`src/rtl/csh_pkg.sv`:
```
package csh_pkg;
	// Sizes of the message fields
	localparam int NCAT = 5;
	localparam int NAME_CHARS = 16;
	localparam int NAME_W = NAME_CHARS * 8;
	localparam int CNT_W = 14;
	localparam int ADDR_W = 8;
	localparam int DATA_W = 32;
	// Wait for the answer to a definition query, in clock cycles
	localparam int REPLY_WAIT_CYCLES = 200000;

	typedef logic [CNT_W-1:0] csh_cnt_t;
	typedef logic [NCAT-1:0][CNT_W-1:0] csh_counts_t;
	typedef logic [2:0] csh_cat_t;

	// Categories in definition order: sub-channel, stream, component, service, FIG file
	localparam csh_cat_t CAT_END = 3'h5;
	localparam csh_counts_t CNT_MAX = {14'h0040, 14'h270F, 14'h270F, 14'h07FF, 14'h0040};

	// Name length limits and the two monitoring-only names, first character in the low byte
	localparam logic [4:0] NAME_LEN_MIN = 5'h01;
	localparam logic [4:0] NAME_LEN_MAX = 5'h10;
	localparam logic [4:0] NAME_CUR_LEN = 5'h07;
	localparam logic [55:0] NAME_CURRENT = 56'h544E4552525543;
	localparam logic [4:0] NAME_NEXT_LEN = 5'h04;
	localparam logic [31:0] NAME_NEXT = 32'h5458454E;

	// Message kinds of the configuration group and its definition messages
	typedef enum logic [3:0] {
		MSG_QUERY = 4'h0, MSG_OPEN = 4'h1, MSG_CLOSE = 4'h2, MSG_DELETE = 4'h3,
		MSG_ERROR = 4'h4, MSG_DEF_SUB = 4'h5, MSG_DEF_STRM = 4'h6, MSG_DEF_COMP = 4'h7,
		MSG_DEF_SERV = 4'h8, MSG_DEF_FIG = 4'h9
	} csh_msg_t;

	// Error causes; the last four are raised locally by the controller
	typedef enum logic [4:0] {
		CAUSE_NONE = 5'h00, CAUSE_UNKNOWN = 5'h01, CAUSE_NOSPACE = 5'h02, CAUSE_USED = 5'h03,
		CAUSE_CNT_SUB = 5'h04, CAUSE_CNT_STRM = 5'h05, CAUSE_CNT_COMP = 5'h06,
		CAUSE_CNT_SERV = 5'h07, CAUSE_CNT_FIG = 5'h08, CAUSE_DEF_SUB = 5'h09,
		CAUSE_DEF_STRM = 5'h0A, CAUSE_DEF_COMP = 5'h0B, CAUSE_DEF_SERV = 5'h0C,
		CAUSE_DEF_FIG = 5'h0D, CAUSE_ORDER = 5'h0E, CAUSE_LOC_NAME = 5'h0F,
		CAUSE_LOC_COUNT = 5'h10, CAUSE_TIMEOUT = 5'h11, CAUSE_PROTO = 5'h12
	} csh_cause_t;

	// Register byte offsets
	localparam logic [7:0] REG_CTRL = 8'h00;
	localparam logic [7:0] REG_STATUS = 8'h04;
	localparam logic [7:0] REG_NAME0 = 8'h08;
	localparam logic [7:0] REG_NAME_LEN = 8'h18;
	localparam logic [7:0] REG_COUNT0 = 8'h1C;
	localparam logic [7:0] REG_RX_COUNT0 = 8'h30;
	localparam logic [7:0] REG_END = 8'h44;

	// Control fields
	localparam logic [1:0] CMD_CREATE = 2'h1;
	localparam logic [1:0] CMD_QUERY = 2'h2;
	localparam logic [1:0] CMD_DELETE = 2'h3;
	localparam int CTRL_ABORT_BIT = 4;

	// Status fields
	localparam int ST_BUSY_BIT = 0;
	localparam int ST_DONE_BIT = 1;
	localparam int ST_ERR_BIT = 2;
	localparam int ST_RXOK_BIT = 3;
	localparam int ST_CAUSE_LSB = 8;
	localparam int ST_STATE_LSB = 16;

	// Values after reset
	localparam logic [4:0] RST_NAME_LEN = 5'h00;
	localparam csh_cnt_t RST_COUNT = 14'h0000;
endpackage : csh_pkg

```
`src/rtl/csh_cnt_if.sv`:
```
`timescale 1ns/1ps
interface csh_cnt_if;
	import csh_pkg::*;
	logic clear;
	logic def_seen;
	csh_cat_t def_cat;
	csh_counts_t announced;
	csh_counts_t counts;
	logic [NCAT-1:0] equal;
	logic order_err;
	logic over_err;
	modport src(output clear, def_seen, def_cat, announced,
		input counts, equal, order_err, over_err);
	modport chk(input clear, def_seen, def_cat, announced,
		output counts, equal, order_err, over_err);
endinterface : csh_cnt_if

```
`src/rtl/csh_cat_counter.sv`:
```
`timescale 1ns/1ps
module csh_cat_counter (
	input logic clk_i,
	input logic reset_i,
	csh_cnt_if.chk cnt
);
	import csh_pkg::*;

	csh_cnt_t cnt_q [NCAT];
	logic [NCAT-1:0] over_q;
	csh_cat_t last_cat;

	// One counter per category, cleared when a session opens
	genvar i;
	generate
		for (i = 0; i < NCAT; i++) begin : g_cat
			always_ff @(posedge clk_i) begin
				if (reset_i || cnt.clear) begin
					cnt_q[i] <= RST_COUNT;
					over_q[i] <= 1'b0;
				end else if (cnt.def_seen && cnt.def_cat == csh_cat_t'(i)) begin
					cnt_q[i] <= cnt_q[i] + 14'h0001;
					if (cnt_q[i] == cnt.announced[i]) begin
						over_q[i] <= 1'b1;
					end
				end
			end
			assign cnt.counts[i] = cnt_q[i];
			assign cnt.equal[i] = cnt_q[i] == cnt.announced[i];
		end
	endgenerate

	assign cnt.over_err = |over_q;

	// A definition of an earlier category after a later one breaks the order
	always_ff @(posedge clk_i) begin
		if (reset_i || cnt.clear) begin
			last_cat <= 3'h0;
			cnt.order_err <= 1'b0;
		end else if (cnt.def_seen) begin
			last_cat <= cnt.def_cat;
			if (cnt.def_cat < last_cat) begin
				cnt.order_err <= 1'b1;
			end
		end
	end
endmodule : csh_cat_counter

```
`src/rtl/csh_host_ctrl.sv`:
```
`timescale 1ns/1ps
// Behaviour
// - Configuration names hold 1 to 16 characters and identify one configuration.
// - CURRENT and NEXT never name a stored configuration; monitoring only.
// - Creation starts with the session-open message carrying per-category counts.
// - Definitions go sub-channels, streams, components, services, FIG files.
// - Sender sends exactly the announced definitions, then the close message.
// - Only the opener of a session may close it.
// - The error message aborts an open session or reports other errors.
// - Sub-channel count ranges from 0 to 64.
// - Stream count ranges from 0 to 2047.
// - Component and service counts range from 0 to 9999.
// - FIG-file-use count ranges from 0 to 64.
// - Either side may request definitions and answer such requests; this controller only sends queries and ignores incoming ones.
module csh_host_ctrl #(
	parameter int REPLY_WAIT = csh_pkg::REPLY_WAIT_CYCLES
) (
	input logic clk_i,
	input logic reset_i,
	input logic [csh_pkg::ADDR_W-1:0] addr_i,
	input logic [csh_pkg::DATA_W-1:0] wdata_i,
	input logic wr_i,
	input logic rd_i,
	output logic [csh_pkg::DATA_W-1:0] rdata_o,
	output logic tx_valid_o,
	output csh_pkg::csh_msg_t tx_type_o,
	output logic [csh_pkg::NAME_W-1:0] tx_name_o,
	output logic [4:0] tx_name_len_o,
	output csh_pkg::csh_counts_t tx_counts_o,
	output csh_pkg::csh_cause_t tx_cause_o,
	input logic tx_ready_i,
	input logic rx_valid_i,
	input csh_pkg::csh_msg_t rx_type_i,
	input csh_pkg::csh_counts_t rx_counts_i,
	input csh_pkg::csh_cause_t rx_cause_i
);
	import csh_pkg::*;

	typedef enum logic [2:0] {
		ST_IDLE, ST_OPEN, ST_DEFS, ST_CLOSE, ST_REQ, ST_WAIT, ST_RX, ST_ERR
	} csh_state_t;

	csh_state_t state;
	logic [NAME_W-1:0] name_q;
	logic [4:0] name_len;
	csh_counts_t counts_q;
	csh_counts_t rx_counts_q;
	csh_cat_t cur_cat;
	logic [31:0] wait_cnt;
	logic done;
	logic err;
	logic rx_ok;
	csh_cause_t cause;
	logic tx_fire;
	logic ctrl_wr;
	logic sw_abort;
	logic idle_wr;
	logic name_ok;
	logic is_reserved;
	logic counts_ok;
	logic [NCAT-1:0] cnt_in_range;
	logic start_create;
	logic start_query;
	logic start_delete;
	logic cmd_reject;
	csh_cause_t reject_cause;
	logic rx_abort;
	logic rx_def;
	logic rx_close;
	logic rx_good_close;
	logic wait_expire;
	csh_cause_t rx_mismatch;
	logic [5:0] widx;
	logic [DATA_W-1:0] status_word;
	logic [DATA_W-1:0] rd_word;

	csh_cnt_if txc ();
	csh_cnt_if rxc ();

	// Counters of sent and of received definitions
	csh_cat_counter u_tx_cnt (.clk_i(clk_i), .reset_i(reset_i), .cnt(txc));
	csh_cat_counter u_rx_cnt (.clk_i(clk_i), .reset_i(reset_i), .cnt(rxc));

	// Link decode and command checks
	assign tx_fire = tx_valid_o && tx_ready_i;
	assign ctrl_wr = wr_i && addr_i == REG_CTRL;
	assign idle_wr = wr_i && state == ST_IDLE;
	assign sw_abort = ctrl_wr && wdata_i[CTRL_ABORT_BIT];
	assign name_ok = name_len >= NAME_LEN_MIN && name_len <= NAME_LEN_MAX;
	assign is_reserved = (name_len == NAME_CUR_LEN && name_q[55:0] == NAME_CURRENT)
		|| (name_len == NAME_NEXT_LEN && name_q[31:0] == NAME_NEXT);
	genvar i;
	generate
		for (i = 0; i < NCAT; i++) begin : g_range
			assign cnt_in_range[i] = counts_q[i] <= CNT_MAX[i];
		end
	endgenerate
	assign counts_ok = &cnt_in_range;
	assign start_create = ctrl_wr && state == ST_IDLE && wdata_i[1:0] == CMD_CREATE
		&& name_ok && !is_reserved && counts_ok;
	// Reserved names may be queried, never created or deleted
	assign start_query = ctrl_wr && state == ST_IDLE && wdata_i[1:0] == CMD_QUERY && name_ok;
	assign start_delete = ctrl_wr && state == ST_IDLE && wdata_i[1:0] == CMD_DELETE
		&& name_ok && !is_reserved;
	assign cmd_reject = ctrl_wr && state == ST_IDLE && wdata_i[1:0] != 2'h0
		&& !start_create && !start_query && !start_delete;
	assign reject_cause = (!name_ok || is_reserved) ? CAUSE_LOC_NAME : CAUSE_LOC_COUNT;
	assign rx_abort = rx_valid_i && rx_type_i == MSG_ERROR;
	assign rx_close = rx_valid_i && rx_type_i == MSG_CLOSE;
	assign rx_def = rx_valid_i && rx_type_i >= MSG_DEF_SUB && rx_type_i <= MSG_DEF_FIG;
	assign rx_good_close = state == ST_RX && rx_close && !rxc.order_err && !rxc.over_err
		&& &rxc.equal;
	assign wait_expire = state == ST_WAIT && !rx_valid_i && wait_cnt == 32'(REPLY_WAIT - 1);

	// Counter hookup: own definitions on the send side, the far end's on the receive side
	assign txc.clear = state == ST_OPEN && tx_fire;
	assign txc.def_seen = state == ST_DEFS && tx_fire;
	assign txc.def_cat = cur_cat;
	assign txc.announced = counts_q;
	assign rxc.clear = state == ST_WAIT && rx_valid_i && rx_type_i == MSG_OPEN;
	assign rxc.def_seen = state == ST_RX && rx_def;
	assign rxc.def_cat = csh_cat_t'(rx_type_i - MSG_DEF_SUB);
	assign rxc.announced = rx_counts_q;

	// Lowest category whose received count differs from the announced one
	always_comb begin
		rx_mismatch = CAUSE_NONE;
		for (int k = NCAT - 1; k >= 0; k--) begin
			if (!rxc.equal[k]) begin
				rx_mismatch = csh_cause_t'(5'(CAUSE_CNT_SUB) + 5'(k));
			end
		end
	end

	// Name, length and count registers; frozen while an operation runs
	generate
		for (i = 0; i < NAME_W / 32; i++) begin : g_name
			always_ff @(posedge clk_i) begin
				if (reset_i) begin
					name_q[i*32 +: 32] <= 32'h0000_0000;
				end else if (idle_wr && addr_i == REG_NAME0 + 8'(4 * i)) begin
					name_q[i*32 +: 32] <= wdata_i;
				end
			end
		end
		for (i = 0; i < NCAT; i++) begin : g_count
			always_ff @(posedge clk_i) begin
				if (reset_i) begin
					counts_q[i] <= RST_COUNT;
				end else if (idle_wr && addr_i == REG_COUNT0 + 8'(4 * i)) begin
					counts_q[i] <= wdata_i[CNT_W-1:0];
				end
			end
		end
	endgenerate

	always_ff @(posedge clk_i) begin
		if (reset_i) begin
			name_len <= RST_NAME_LEN;
		end else if (idle_wr && addr_i == REG_NAME_LEN) begin
			name_len <= wdata_i[4:0];
		end
	end

	// Counts announced by the far end when it opens a session for our query
	always_ff @(posedge clk_i) begin
		if (reset_i) begin
			rx_counts_q <= '0;
		end else if (rxc.clear) begin
			rx_counts_q <= rx_counts_i;
		end
	end

	assign tx_name_o = name_q;
	assign tx_name_len_o = name_len;
	assign tx_counts_o = counts_q;

	// Session sequencer and transmit message register
	always_ff @(posedge clk_i) begin
		if (reset_i) begin
			state <= ST_IDLE;
			tx_valid_o <= 1'b0;
			tx_type_o <= MSG_QUERY;
			tx_cause_o <= CAUSE_NONE;
			cur_cat <= 3'h0;
			wait_cnt <= 32'h0000_0000;
		end else begin
			unique case (state)
				ST_IDLE: begin
					if (start_create) begin
						tx_type_o <= MSG_OPEN;
						tx_valid_o <= 1'b1;
						state <= ST_OPEN;
					end else if (start_query || start_delete) begin
						tx_type_o <= start_query ? MSG_QUERY : MSG_DELETE;
						tx_valid_o <= 1'b1;
						state <= ST_REQ;
					end
				end
				ST_OPEN, ST_CLOSE: begin
					if (rx_abort) begin
						tx_valid_o <= 1'b0;
						state <= ST_IDLE;
					end else if (tx_fire) begin
						tx_valid_o <= 1'b0;
						cur_cat <= 3'h0;
						state <= (state == ST_OPEN) ? ST_DEFS : ST_IDLE;
					end
				end
				ST_DEFS: begin
					if (rx_abort) begin
						tx_valid_o <= 1'b0;
						state <= ST_IDLE;
					end else if (sw_abort || rx_close) begin
						tx_type_o <= MSG_ERROR;
						tx_cause_o <= CAUSE_PROTO;
						tx_valid_o <= 1'b1; // Replaces any definition not yet taken
						state <= ST_ERR;
					end else if (tx_fire) begin
						tx_valid_o <= 1'b0;
					end else if (!tx_valid_o) begin
						if (cur_cat == CAT_END) begin
							tx_type_o <= MSG_CLOSE;
							tx_valid_o <= 1'b1;
							state <= ST_CLOSE;
						end else if (txc.equal[cur_cat]) begin
							cur_cat <= cur_cat + 3'h1;
						end else begin
							tx_type_o <= csh_msg_t'(MSG_DEF_SUB + {1'b0, cur_cat});
							tx_valid_o <= 1'b1;
						end
					end
				end
				ST_REQ: begin
					if (rx_abort) begin
						tx_valid_o <= 1'b0;
						state <= ST_IDLE;
					end else if (tx_fire) begin
						tx_valid_o <= 1'b0;
						wait_cnt <= 32'h0000_0000;
						state <= (tx_type_o == MSG_QUERY) ? ST_WAIT : ST_IDLE;
					end
				end
				ST_WAIT: begin
					wait_cnt <= wait_cnt + 32'h0000_0001;
					if (rx_abort || wait_expire) begin
						state <= ST_IDLE;
					end else if (rxc.clear) begin
						state <= ST_RX;
					end
				end
				ST_RX: begin
					if (rx_abort || rx_good_close) begin
						state <= ST_IDLE;
					end else if (rxc.order_err || rxc.over_err || rx_close || sw_abort) begin
						tx_type_o <= MSG_ERROR;
						tx_cause_o <= rxc.order_err ? CAUSE_ORDER
							: (sw_abort && !rx_close && !rxc.over_err) ? CAUSE_PROTO
							: rx_mismatch;
						tx_valid_o <= 1'b1;
						state <= ST_ERR;
					end
				end
				ST_ERR: begin
					if (tx_fire || rx_abort) begin
						tx_valid_o <= 1'b0;
						state <= ST_IDLE;
					end
				end
			endcase
		end
	end

	// Sticky status; a new command clears it, an event in the same cycle wins
	always_ff @(posedge clk_i) begin
		if (reset_i) begin
			done <= 1'b0;
			err <= 1'b0;
			rx_ok <= 1'b0;
			cause <= CAUSE_NONE;
		end else begin
			if (ctrl_wr && state == ST_IDLE) begin
				done <= 1'b0;
				err <= 1'b0;
				rx_ok <= 1'b0;
				cause <= CAUSE_NONE;
			end
			if ((state == ST_CLOSE && tx_fire && !rx_abort) || rx_good_close
				|| (state == ST_REQ && tx_fire && tx_type_o == MSG_DELETE && !rx_abort)) begin
				done <= 1'b1;
			end
			if (rx_good_close) begin
				rx_ok <= 1'b1;
			end
			if (cmd_reject) begin
				err <= 1'b1;
				cause <= reject_cause;
			end
			if (wait_expire) begin
				err <= 1'b1;
				cause <= CAUSE_TIMEOUT;
			end
			if (tx_fire && tx_type_o == MSG_ERROR) begin
				err <= 1'b1;
				cause <= tx_cause_o;
			end
			if (rx_abort) begin
				err <= 1'b1;
				cause <= rx_cause_i;
			end
		end
	end

	// Register read mux
	assign widx = addr_i[7:2];
	always_comb begin
		status_word = '0;
		status_word[ST_BUSY_BIT] = state != ST_IDLE;
		status_word[ST_DONE_BIT] = done;
		status_word[ST_ERR_BIT] = err;
		status_word[ST_RXOK_BIT] = rx_ok;
		status_word[ST_CAUSE_LSB +: 5] = cause;
		status_word[ST_STATE_LSB +: 3] = state;
		rd_word = '0;
		if (addr_i[1:0] != 2'h0) begin
			rd_word = '0;
		end else if (addr_i == REG_STATUS) begin
			rd_word = status_word;
		end else if (addr_i == REG_NAME_LEN) begin
			rd_word = {27'h0000000, name_len};
		end else if (addr_i >= REG_NAME0 && addr_i < REG_NAME_LEN) begin
			rd_word = name_q[32 * 2'(widx - REG_NAME0[7:2]) +: 32];
		end else if (addr_i >= REG_COUNT0 && addr_i < REG_RX_COUNT0) begin
			rd_word = {18'h00000, counts_q[3'(widx - REG_COUNT0[7:2])]};
		end else if (addr_i >= REG_RX_COUNT0 && addr_i < REG_END) begin
			rd_word = {18'h00000, rxc.counts[3'(widx - REG_RX_COUNT0[7:2])]};
		end
	end

	always_ff @(posedge clk_i) begin
		if (reset_i) begin
			rdata_o <= 32'h0000_0000;
		end else begin
			rdata_o <= rd_i ? rd_word : 32'h0000_0000;
		end
	end
endmodule : csh_host_ctrl

```
`config.mk`:
```
export PLATFORM = sky130hd
export DESIGN_NAME = csh_host_ctrl
export DESIGN_NICKNAME = d
export VERILOG_FILES = /design/src/rtl/csh_pkg.sv /design/src/rtl/csh_cnt_if.sv /design/src/rtl/csh_cat_counter.sv /design/src/rtl/csh_host_ctrl.sv
export SDC_FILE = /design/constraint.sdc
export NUM_CORES = 1
export LEC_CHECK = 0
export ABC_AREA = 1
export BUFFER_PORTS_ARGS = -buffer_cell sky130_fd_sc_hd__buf_2
export CAP_MARGIN = 30
export CORE_MARGIN = 5
export CORE_UTILIZATION = 53
export CTS_CLUSTER_SIZE = 28
export DETAILED_ROUTE_END_ITERATION = 8
export PLACE_DENSITY_LB_ADDON = 0.12
export SYNTH_ARGS = -nofsm -noshare
export SYNTH_HDL_FRONTEND = slang
export SYNTH_HIERARCHICAL = 1
export SYNTH_SLANG_ARGS = --single-unit
export TNS_END_PERCENT = 1
```
`constraint.sdc`:
```
create_clock -name clk_i -period 4.2 [get_ports clk_i]
set_input_delay 0.42 -clock clk_i [delete_from_list [all_inputs] [get_ports clk_i]]
set_output_delay 0.42 -clock clk_i [all_outputs]
set_load 0.01 [all_outputs]
```
After elaboration in Yosys (flattened, before gate mapping)

Memories as Yosys holds them, arrays and structs flattened.
Index checks and enable logic that the tools add are counted.

$add $sub $neg: 17
$lt $le $gt $ge: 19
Eq/ne operators: 76
Shifts and indexed selects: 1
Multiplexer cells: 137
Bitwise logic cells: 11
Reductions and logical operators: 127

Operators by type and width:

| kind                  | number |
|---|---|
| $mux 14               | 14 |
| $add 14x1->14 const B | 10 |
| $eq 14x14->1          | 10 |
| $shiftx 128x8->32     | 1 |
| $mux 32               | 3 |
| $bmux 14 s3           | 2 |
| $mux 5                | 16 |
| $mux 3                | 25 |
| $logic_and 1x1->1     | 67 |
| $pmux 32 s2           | 1 |
| $eq 56x55->1 const B  | 1 |
| $mux 1                | 55 |
| $mux 4                | 11 |
| $mux 19               | 2 |
| $add 32x1->32 const B | 1 |
| $eq 32x18->1 const B  | 1 |
| $eq 32x31->1 const B  | 1 |
| $eq 8x5->1 const B    | 4 |
| $eq 8x6->1 const B    | 4 |
| $le 14x14->1 const B  | 2 |
| $le 14x7->1 const B   | 2 |
| $ne 2x2->1 const B    | 11 |
| $eq 3x3->1 const B    | 7 |
| $pmux 3 s7            | 1 |
| other kinds (60)      | 136 |

Register bits after elaboration: 370
Bits in writable memories: 140
Bits of input ports: 125
Output and inout port bits: 245
Logic and storage cells: 425
Memories: 2

Memory list:

| memory         | words | bits a word | rd ports | clocked after memory_dff | write ports | line                 | text |
|---|---|---|---|---|---|---|---|
| u_rx_cnt.cnt_q | 5     | 14          | 5        | 0                        | 5           | csh_cat_counter.sv:9 | `csh_cnt_t cnt_q [NCAT];` |
| u_tx_cnt.cnt_q | 5     | 14          | 5        | 0                        | 5           | csh_cat_counter.sv:9 |  |

Logic depth before layout (Yosys ltp)

Gate-level depths: netlist of the first run.

Depth in word-level cells: 15
Depth in mapped cells: 19
Depth with buffers taken out: 18

Cells and area by module

The synthesis of the first run kept the hierarchy.

Modules (own cells, without submodules):

| module          | times used | cells an instance | area an instance (sq um) | seq. area each (sq um) |
|---|---|---|---|---|
| csh_host_ctrl   | 1          | 2,434             | 17,126.4                 | 7,226.9 |
| csh_cat_counter | 2          | 830               | 5,647.9                  | 2,282.2 |

Worst setup path after synthesis of the first run

No wires, ideal clock.

Kind: input-to-reg
From: input addr_i[3] (netlist name)
To: register tx_type_o[2]
Library setup time: 128 ps
Data arrival time: 2,853 ps
Required time: 4,072 ps
Slack: 1,220 ps
Stages: 15
Buffers on the path: 4
Path through: clkbuf_1 inv_1 buf_2 buf_1 clkbuf_1 ha_1 nand3_1 nor3_2 nor2_1 nand2_1 o21ai_0 nor3b_1 nand3_2 o21ai_1 nor2_1

Cells in the longest elaborated chain, start to end: 9
Elaborated cells on any way between the ends: 26
Classes of those cells: eq/ne: 5; mux: 4; reduce/logical: 17

Ends and longest elaborated chain:

| item                                                                   | line                                                            | text |
|---|---|---|
| start, declared                                                        | csh_host_ctrl.sv:20                                             | `input logic [csh_pkg::ADDR_W-1:0] addr_i,` |
| $logic_not 8->1 (*)                                                    | csh_host_ctrl.sv:86                                             | `assign ctrl_wr = wr_i && addr_i == REG_CTRL;` |
| $logic_and 1x1->1 (*)                                                  | csh_host_ctrl.sv:86                                             |  |
| $logic_and 1x1->1                                                      | csh_host_ctrl.sv:99, csh_host_ctrl.sv:102, csh_host_ctrl.sv:103 |  |
| $logic_and 1x1->1 (on tied branches)                                   | csh_host_ctrl.sv:99, csh_host_ctrl.sv:103                       |  |
| $logic_and 1x1->1 (on tied branches) (2 in series)                     | csh_host_ctrl.sv:100, csh_host_ctrl.sv:104                      |  |
| $logic_and 1x1->1 / $logic_or 1x1->1 (equally long branches)           | csh_host_ctrl.sv:100, csh_host_ctrl.sv:194                      |  |
| $ne 3x2->1 (no source line) / $mux 4 (equally long branches)           | --                                                              |  |
| $reduce_and 8->1 (no source line) / $pmux 4 s3 (equally long branches) | --                                                              |  |
| end signal, assigned                                                   | csh_host_ctrl.sv:195                                            | `tx_type_o <= start_query ? MSG_QUERY : MSG_DELETE;` |
| end signal, assigned                                                   | csh_host_ctrl.sv:229                                            | `tx_type_o <= csh_msg_t'(MSG_DEF_SUB + {1'b0, cur_cat});` |
| end, declared                                                          | csh_host_ctrl.sv:26                                             | `output csh_pkg::csh_msg_t tx_type_o,` |

Mark *: on every way between the ends. The rest lies on a longest branch, timed or not. The select of a mux whose other input is x is not followed.
A chain may end at the register's enable or synchronous reset.

==> results of run 1 <==
flip-flops by register name, indices dropped and copies added (netlist names):
signal,count
cause,5
wait_cnt,32
u_rx_cnt/last_cat,3
u_tx_cnt/cnt_q,70
done,1
rx_ok,1
err,1
rx_counts_q,70
tx_valid_o,1
u_rx_cnt/cnt.order_err,1
tx_name_o,128
tx_type_o,4
tx_cause_o,5
tx_counts_o,70
state,3
cur_cat,3
rdata_o,32
u_rx_cnt/over_q,5
u_rx_cnt/cnt_q,70
tx_name_len_o,5
power breakdown:
group | internal (mW) | switching, mW | total, mW
sequential | 5.16 | 0.155 | 5.32
clock | 2.83 | 2.04 | 4.88
combinational | 0.342 | 0.822 | 1.16
total | 8.34 | 3.02 | 11.4
stage by stage:
stage	hold slack (ns)	total power [mW]	setup WS (ns)	utilization, %
2_1_floorplan	0.427	6.15	1.22	-
3_3_place_gp	0.439	6.55	1.02	57.7
3_5_place_dp	0.446	6.56	0.954	57.7
4_1_cts	0.0315	11.4	1.30	61.2
5_1_grt	0.0446	11.8	1.02	61.2
6_report	0.0573	11.4	1.27	61.2
worst max-delay path by stage:
stage	from	to	slack [ns]	cells after the start
2_1_floorplan	addr_i[3]	tx_type_o[2]	1.22	15
3_3_place_gp	rx_type_i[0]	wait_cnt[20]	1.02	15
3_5_place_dp	rx_type_i[0]	wait_cnt[20]	0.95	15
4_1_cts	state[2]	wait_cnt[20]	1.30	11
5_1_grt	u_rx_cnt/cnt_q[1][5]	tx_cause_o[4]	1.02	16
6_report	u_rx_cnt/cnt_q[0][4]	tx_cause_o[4]	1.27	16
final cells by class:
class | instances | share of cell area [%]
diodes | 2 | 0.0156
clock buffers | 91 | 5.44
clock inverters | 12 | 0.195
inverters | 505 | 5.97
multi-input cells | 2886 | 43.3
flip-flops and latches | 510 | 36.1
well taps | 688 | 2.68
repair buffers | 389 | 6.27
critical path, delay by kind of cell (launching register included):
kind | cells | cell delay (ns)
compound gates | 2 | 0.37
buf+inv | 4 | 0.38
flops | 1 | 0.47
simple gates | 10 | 1.59
per-layer routing:
| layer | track usage [%] | vias up | routed length (µm) |
|---|---|---|---|
| met5 | 0 | - | 0 |
| met4 | 12.1 | 0 | 4090 |
| met3 | 6.04 | 219 | 9130 |
| met2 | 51.2 | 1342 | 43500 |
| met1 | 43.3 | 13040 | 39700 |
| li1 | - | 13942 | - |
==> results.json, run 1 <==
{
  "synth_cells": 4051,
  "gp_congestion": 0.991,
  "initial_core_util_pct": 53.4,
  "vias_per_cell": 5.62,
  "clock-sinks": 510,
  "cts_buffers": 55,
  "cts_tree": "built",
  "setup_viol": 0,
  "r2r_start": "u_rx_cnt/cnt_q[0][4]",
  "place_inst": 4978,
  "grt_pass1_vias": 25177,
  "place_hpwl_um": 72200,
  "crit_path_end_kind": "flop",
  "max_stage_delay_ns": 0.47,
  "fill_cells": 5047,
  "drive_gt1_share_pct": 13.5,
  "min_path_cells": 3,
  "leakagePower_nw": 13.6,
  "crit_fanout": 7,
  "worstMarginPinSlew_ns": 0.997,
  "crit_type": "flop to flop",
  "cts-root-buf": "clkbuf_16",
  "area_growth_pct": 14.5,
  "skew_ns": 0.0190,
  "required_ns": 4.69,
  "final.setup.tns_ns": 0,
  "fin_crit_ns": 2.93,
  "grt_start_max_net_pins": 173,
  "hp-start": "rx_counts_i[2]",
  "synth_area_per_cell_um2": 6.93,
  "yosysWarnings": 6,
  "irDropWorstVdd_mv": 0.344,
  "layout_commonest_cell": "nand2_1",
  "fmax_ghz": 0.342,
  "grt_usage_pct": 32.0,
  "fin_cells": 5083,
  "syn-num-nets": 4199,
  "powerDensity_nw_per_um2": 353,
  "ff2ff_path_depth": 16,
  "io_pins": 370,
  "min_period_over_period_pct": 69.7,
  "hold_viol": 0,
  "final_cell_mix": "nand2_1 (894), nor2_1 (610), inv_1 (466)",
  "multiInputGateArea_um2": 13900,
  "max-clock-path-buffers": 3,
  "overflow": 0,
  "cts_hold_buf": 0,
  "post_drt_wl_per_cell_um": 19.0,
  "portBuffers": 369,
  "slew_violations": 0,
  "core_area_um2": 52600,
  "postPlaceCellArea_um2": 30300,
  "crit_path_start_kind": "flop",
  "post_cts_buffers": 0,
  "nets": 4495,
  "r2r_slack_ns": 1.27,
  "syn_area_um2": 28100,
  "timing.rr.end": "tx_cause_o[4]",
  "floorplan.rows": 84,
  "clk_latency_ns": 0.62,
  "hp-class": "input pin to flop",
  "critPathSlowestCell": "edfxtp_1",
  "totalWireLength_um": 96400,
  "regArea_um2": 11600,
  "vias": 28543,
  "drtIter0Drc": 3225,
  "die_area_um2": 57700,
  "cts.repair.resized": 0,
  "slew-limit-headroom_pct": 33.5,
  "ant_nets": 0,
  "h-tree-depth": 2,
  "drc": 0,
  "first_pass_iters": 6,
  "antenna_found_initial": 3,
  "status": "complete, no violations",
  "drv_cap": 0,
  "grt_setup_unrepaired": "false",
  "die_h_um": 240,
  "clk_pin_slew_ns": 0.06,
  "grt_pass1_wl_um": 146000,
  "final_area_um2": 32100,
  "die_w_um": 240,
  "crit_chain": "inv_1 > nand2_1 > nand2_1 > nor2_1 > nand2_1 > nor2_1 > and2_1 > inv_1 > nor3_1 > nand4_1 > a21oi_1 > inv_1 > nand2_1 > inv_1 > o21ai_0 > nor2_1",
  "critical_path_arrival_ns": 3.42,
  "holdPathEnd": "rx_counts_q[2]"
}
No activity file was read; power rests on OpenSTA's default activity.
==> run 2, diff against run 1 <==
==> constraint.sdc (replaced) <==
create_clock -name clk_i -period 2.9 [get_ports clk_i]
set_input_delay 0.29 -clock clk_i [delete_from_list [all_inputs] [get_ports clk_i]]
set_output_delay 0.29 -clock clk_i [all_outputs]
set_load 0.01 [all_outputs]
==> run 2 against run 1 <==
Against the previous run:
- non-clock buffer count is 139 higher
- maximum frequency is 12% higher
- first-iteration DRC count is 8.5% higher
- combinational power is 59% higher
- sequential cell count stayed put
- clock skew is 0.0090 ns higher
- final area is 4.4% higher
- cell count is 2.8% higher
- utilization is 2.7 points higher
- critical endpoint is now tx_cause_o[1]
- register-to-register slack worse by 0.98 ns
==> results.json, run 2 (synthesis gave the netlist of run 1 again) <==
{
  "max_stage_delay_ns": 0.45,
  "met3_usage_pct": 5.22,
  "power.switching_mw": 4.54,
  "vias_per_cell": 5.54,
  "grt_start_max_net_pins": 157,
  "met1_usage_pct": 44.0,
  "met2_usage_pct": 53.2,
  "gp_congestion": 1.02,
  "crit_chain": "inv_1 > nand2_1 > nand2_1 > nor2_1 > nand2_1 > nor2_1 > and2_2 > inv_1 > nor3_4 > nand4_1 > a21oi_1 > inv_1 > nand2_1 > inv_1 > o21ai_0 > a21oi_1",
  "nets": 4635,
  "place_hpwl_um": 72800,
  "largest_reg_flops": 128,
  "grt_pass1_vias": 25812,
  "io_pins": 370,
  "grt_usage_pct": 32.6,
  "final.setup.tns_ns": 0,
  "required_ns": 3.40,
  "p_seq_share_pct": 45.6,
  "first_pass_iters": 7,
  "vias": 28983,
  "totalWireLength_um": 98800,
  "powerDensity_nw_per_um2": 502,
  "crit_path_start_kind": "flop",
  "setup_viol": 0,
  "hold_viol": 0,
  "slew_violations": 0,
  "skew_ns": 0.0281,
  "post_drt_wl_per_cell_um": 18.9,
  "grt_setup_unrepaired": "false",
  "p_comb_share_pct": 11.0,
  "layout_commonest_cell": "nand2_1",
  "crit_path_end_kind": "flop",
  "cts-root-buf": "clkbuf_16",
  "clock_power_share_pct": 43.4,
  "crit_type": "flop to flop",
  "post_cts_buffers": 0,
  "min_period_over_period_pct": 89.8,
  "die_w_um": 240,
  "die_area_um2": 57700,
  "internal_power_mw": 12.3,
  "antenna_found_initial": 3,
  "drv_cap": 0,
  "portBuffers": 369,
  "irDropWorstVdd_mv": 0.393,
  "die_h_um": 240,
  "worstMarginPinSlew_ns": 0.827,
  "h-tree-depth": 2,
  "critPathSlowestCell": "edfxtp_1",
  "fin_crit_ns": 2.60,
  "clock-sinks": 510,
  "clk_pin_slew_ns": 0.06,
  "drtIter0Drc": 3498,
  "grt_pass1_wl_um": 148000,
  "busiest_layer": "met2",
  "hp-class": "input pin to flop",
  "critical_path_arrival_ns": 3.11,
  "status": "complete, no violations",
  "initial_core_util_pct": 53.4,
  "final_cell_mix": "nand2_1 (894), nor2_1 (610), inv_1 (466)",
  "drive_gt1_share_pct": 14.4,
  "cts_tree": "built",
  "cts_buffers": 56,
  "overflow": 0,
  "floorplan.rows": 84,
  "crit_fanout": 7,
  "cp_top_family": "simple AND/OR/NAND/NOR gates",
  "core_area_um2": 52600,
  "swShare_pct": 27.0,
  "p_total_mw": 16.8,
  "drc": 0,
  "fill_cells": 4946,
  "ant_nets": 0,
  "area_growth_pct": 19.5,
  "leakagePower_nw": 14.3,
  "slew-limit-headroom_pct": 44.4,
  "fmax_ghz": 0.384,
  "clk_latency_ns": 0.63,
  "max-clock-path-buffers": 3,
  "crit_buf_inv": 4
}
==> run 2: changes by cell type in the layout (fill, tap and decap cells not counted), moves of 5 or more <==
cell           before  now
clkinv_2           12    7
clkinv_4            2    7
clkbuf_1           20   15
buf_12              1    6
dlygate4sd3_1       0   87
buf_4              21   68
==> run 2: final timing paths <==
kind	start	endpoint	slack, ns	cells past startpoint
hold / removal	rx_cause_i[4]	cause[4]	0.06	5
hold reg to reg	u_rx_cnt/over_q[0]	u_rx_cnt/over_q[0]	0.46	2
setup reg to reg	u_rx_cnt/cnt_q[1][5]	tx_cause_o[1]	0.30	16
setup / recovery	u_rx_cnt/cnt_q[1][5]	tx_cause_o[1]	0.30	16
==> run 2: per-stage QoR <==
stage	instances	hold slack [ns]	worst slack (ns)	utilization, %	instance area, µm²
6_report	5227	0.0597	0.296	63.9	33600
5_1_grt	5225	0.0735	0.0192	63.8	33600
4_1_cts	5223	0.0324	0.195	63.8	33500
3_5_place_dp	5030	0.444	0.245	58.6	30800
3_3_place_gp	5030	0.443	0.301	58.6	30800
2_1_floorplan	4051	0.427	0.0496	-	28100
==> run 2: layout make-up <==
| cell class | count | area [µm²] | share of cell area (%) |
|---|---|---|---|
| Clock inverter | 24 | 239 | 0.712 |
| Clock buffer | 82 | 1640 | 4.90 |
| Tap cell | 688 | 861 | 2.57 |
| Timing Repair Buffer | 528 | 3340 | 9.95 |
| Inverter | 505 | 1920 | 5.72 |
| Sequential cell | 510 | 11600 | 34.6 |
| Multi-Input combinational cell | 2886 | 13900 | 41.5 |
| Antenna cell | 4 | 10.0 | 0.0298 |
==> run 2: repair_timing <==
item	in CTS	in global routing
hold buffers	87	0
endpoints found under the hold margin	138	0
setup endpoints to repair	0	10
resized for setup	0	3
==> run 2: layer usage <==
metal / share of wire [%] / vias to the layer above / wire (µm)
met2: 46 / 1270 / 45100
li1: - / 14214 / -
met3: 8.7 / 229 / 8640
met1: 41 / 13268 / 40900
met4: 4.3 / 2 / 4240
met5: 0.013 / - / 13
==> run 2: worst min-delay path: stages <==
cell and delay (ns):
buf_2 0.13, nand2_1 0.07, nand2_1 0.05, inv_1 0.05, a21oi_1 0.05
==> run 2: power by group through the flow <==
stage	sequential, mW	clock (mW)	combinational (mW)
floorplan	7.78	0	1.13
global placement	7.83	0	1.70
detailed placement	7.83	0	1.72
CTS	7.68	7.40	1.82
global route	7.70	7.68	2.04
finish	7.68	7.31	1.85
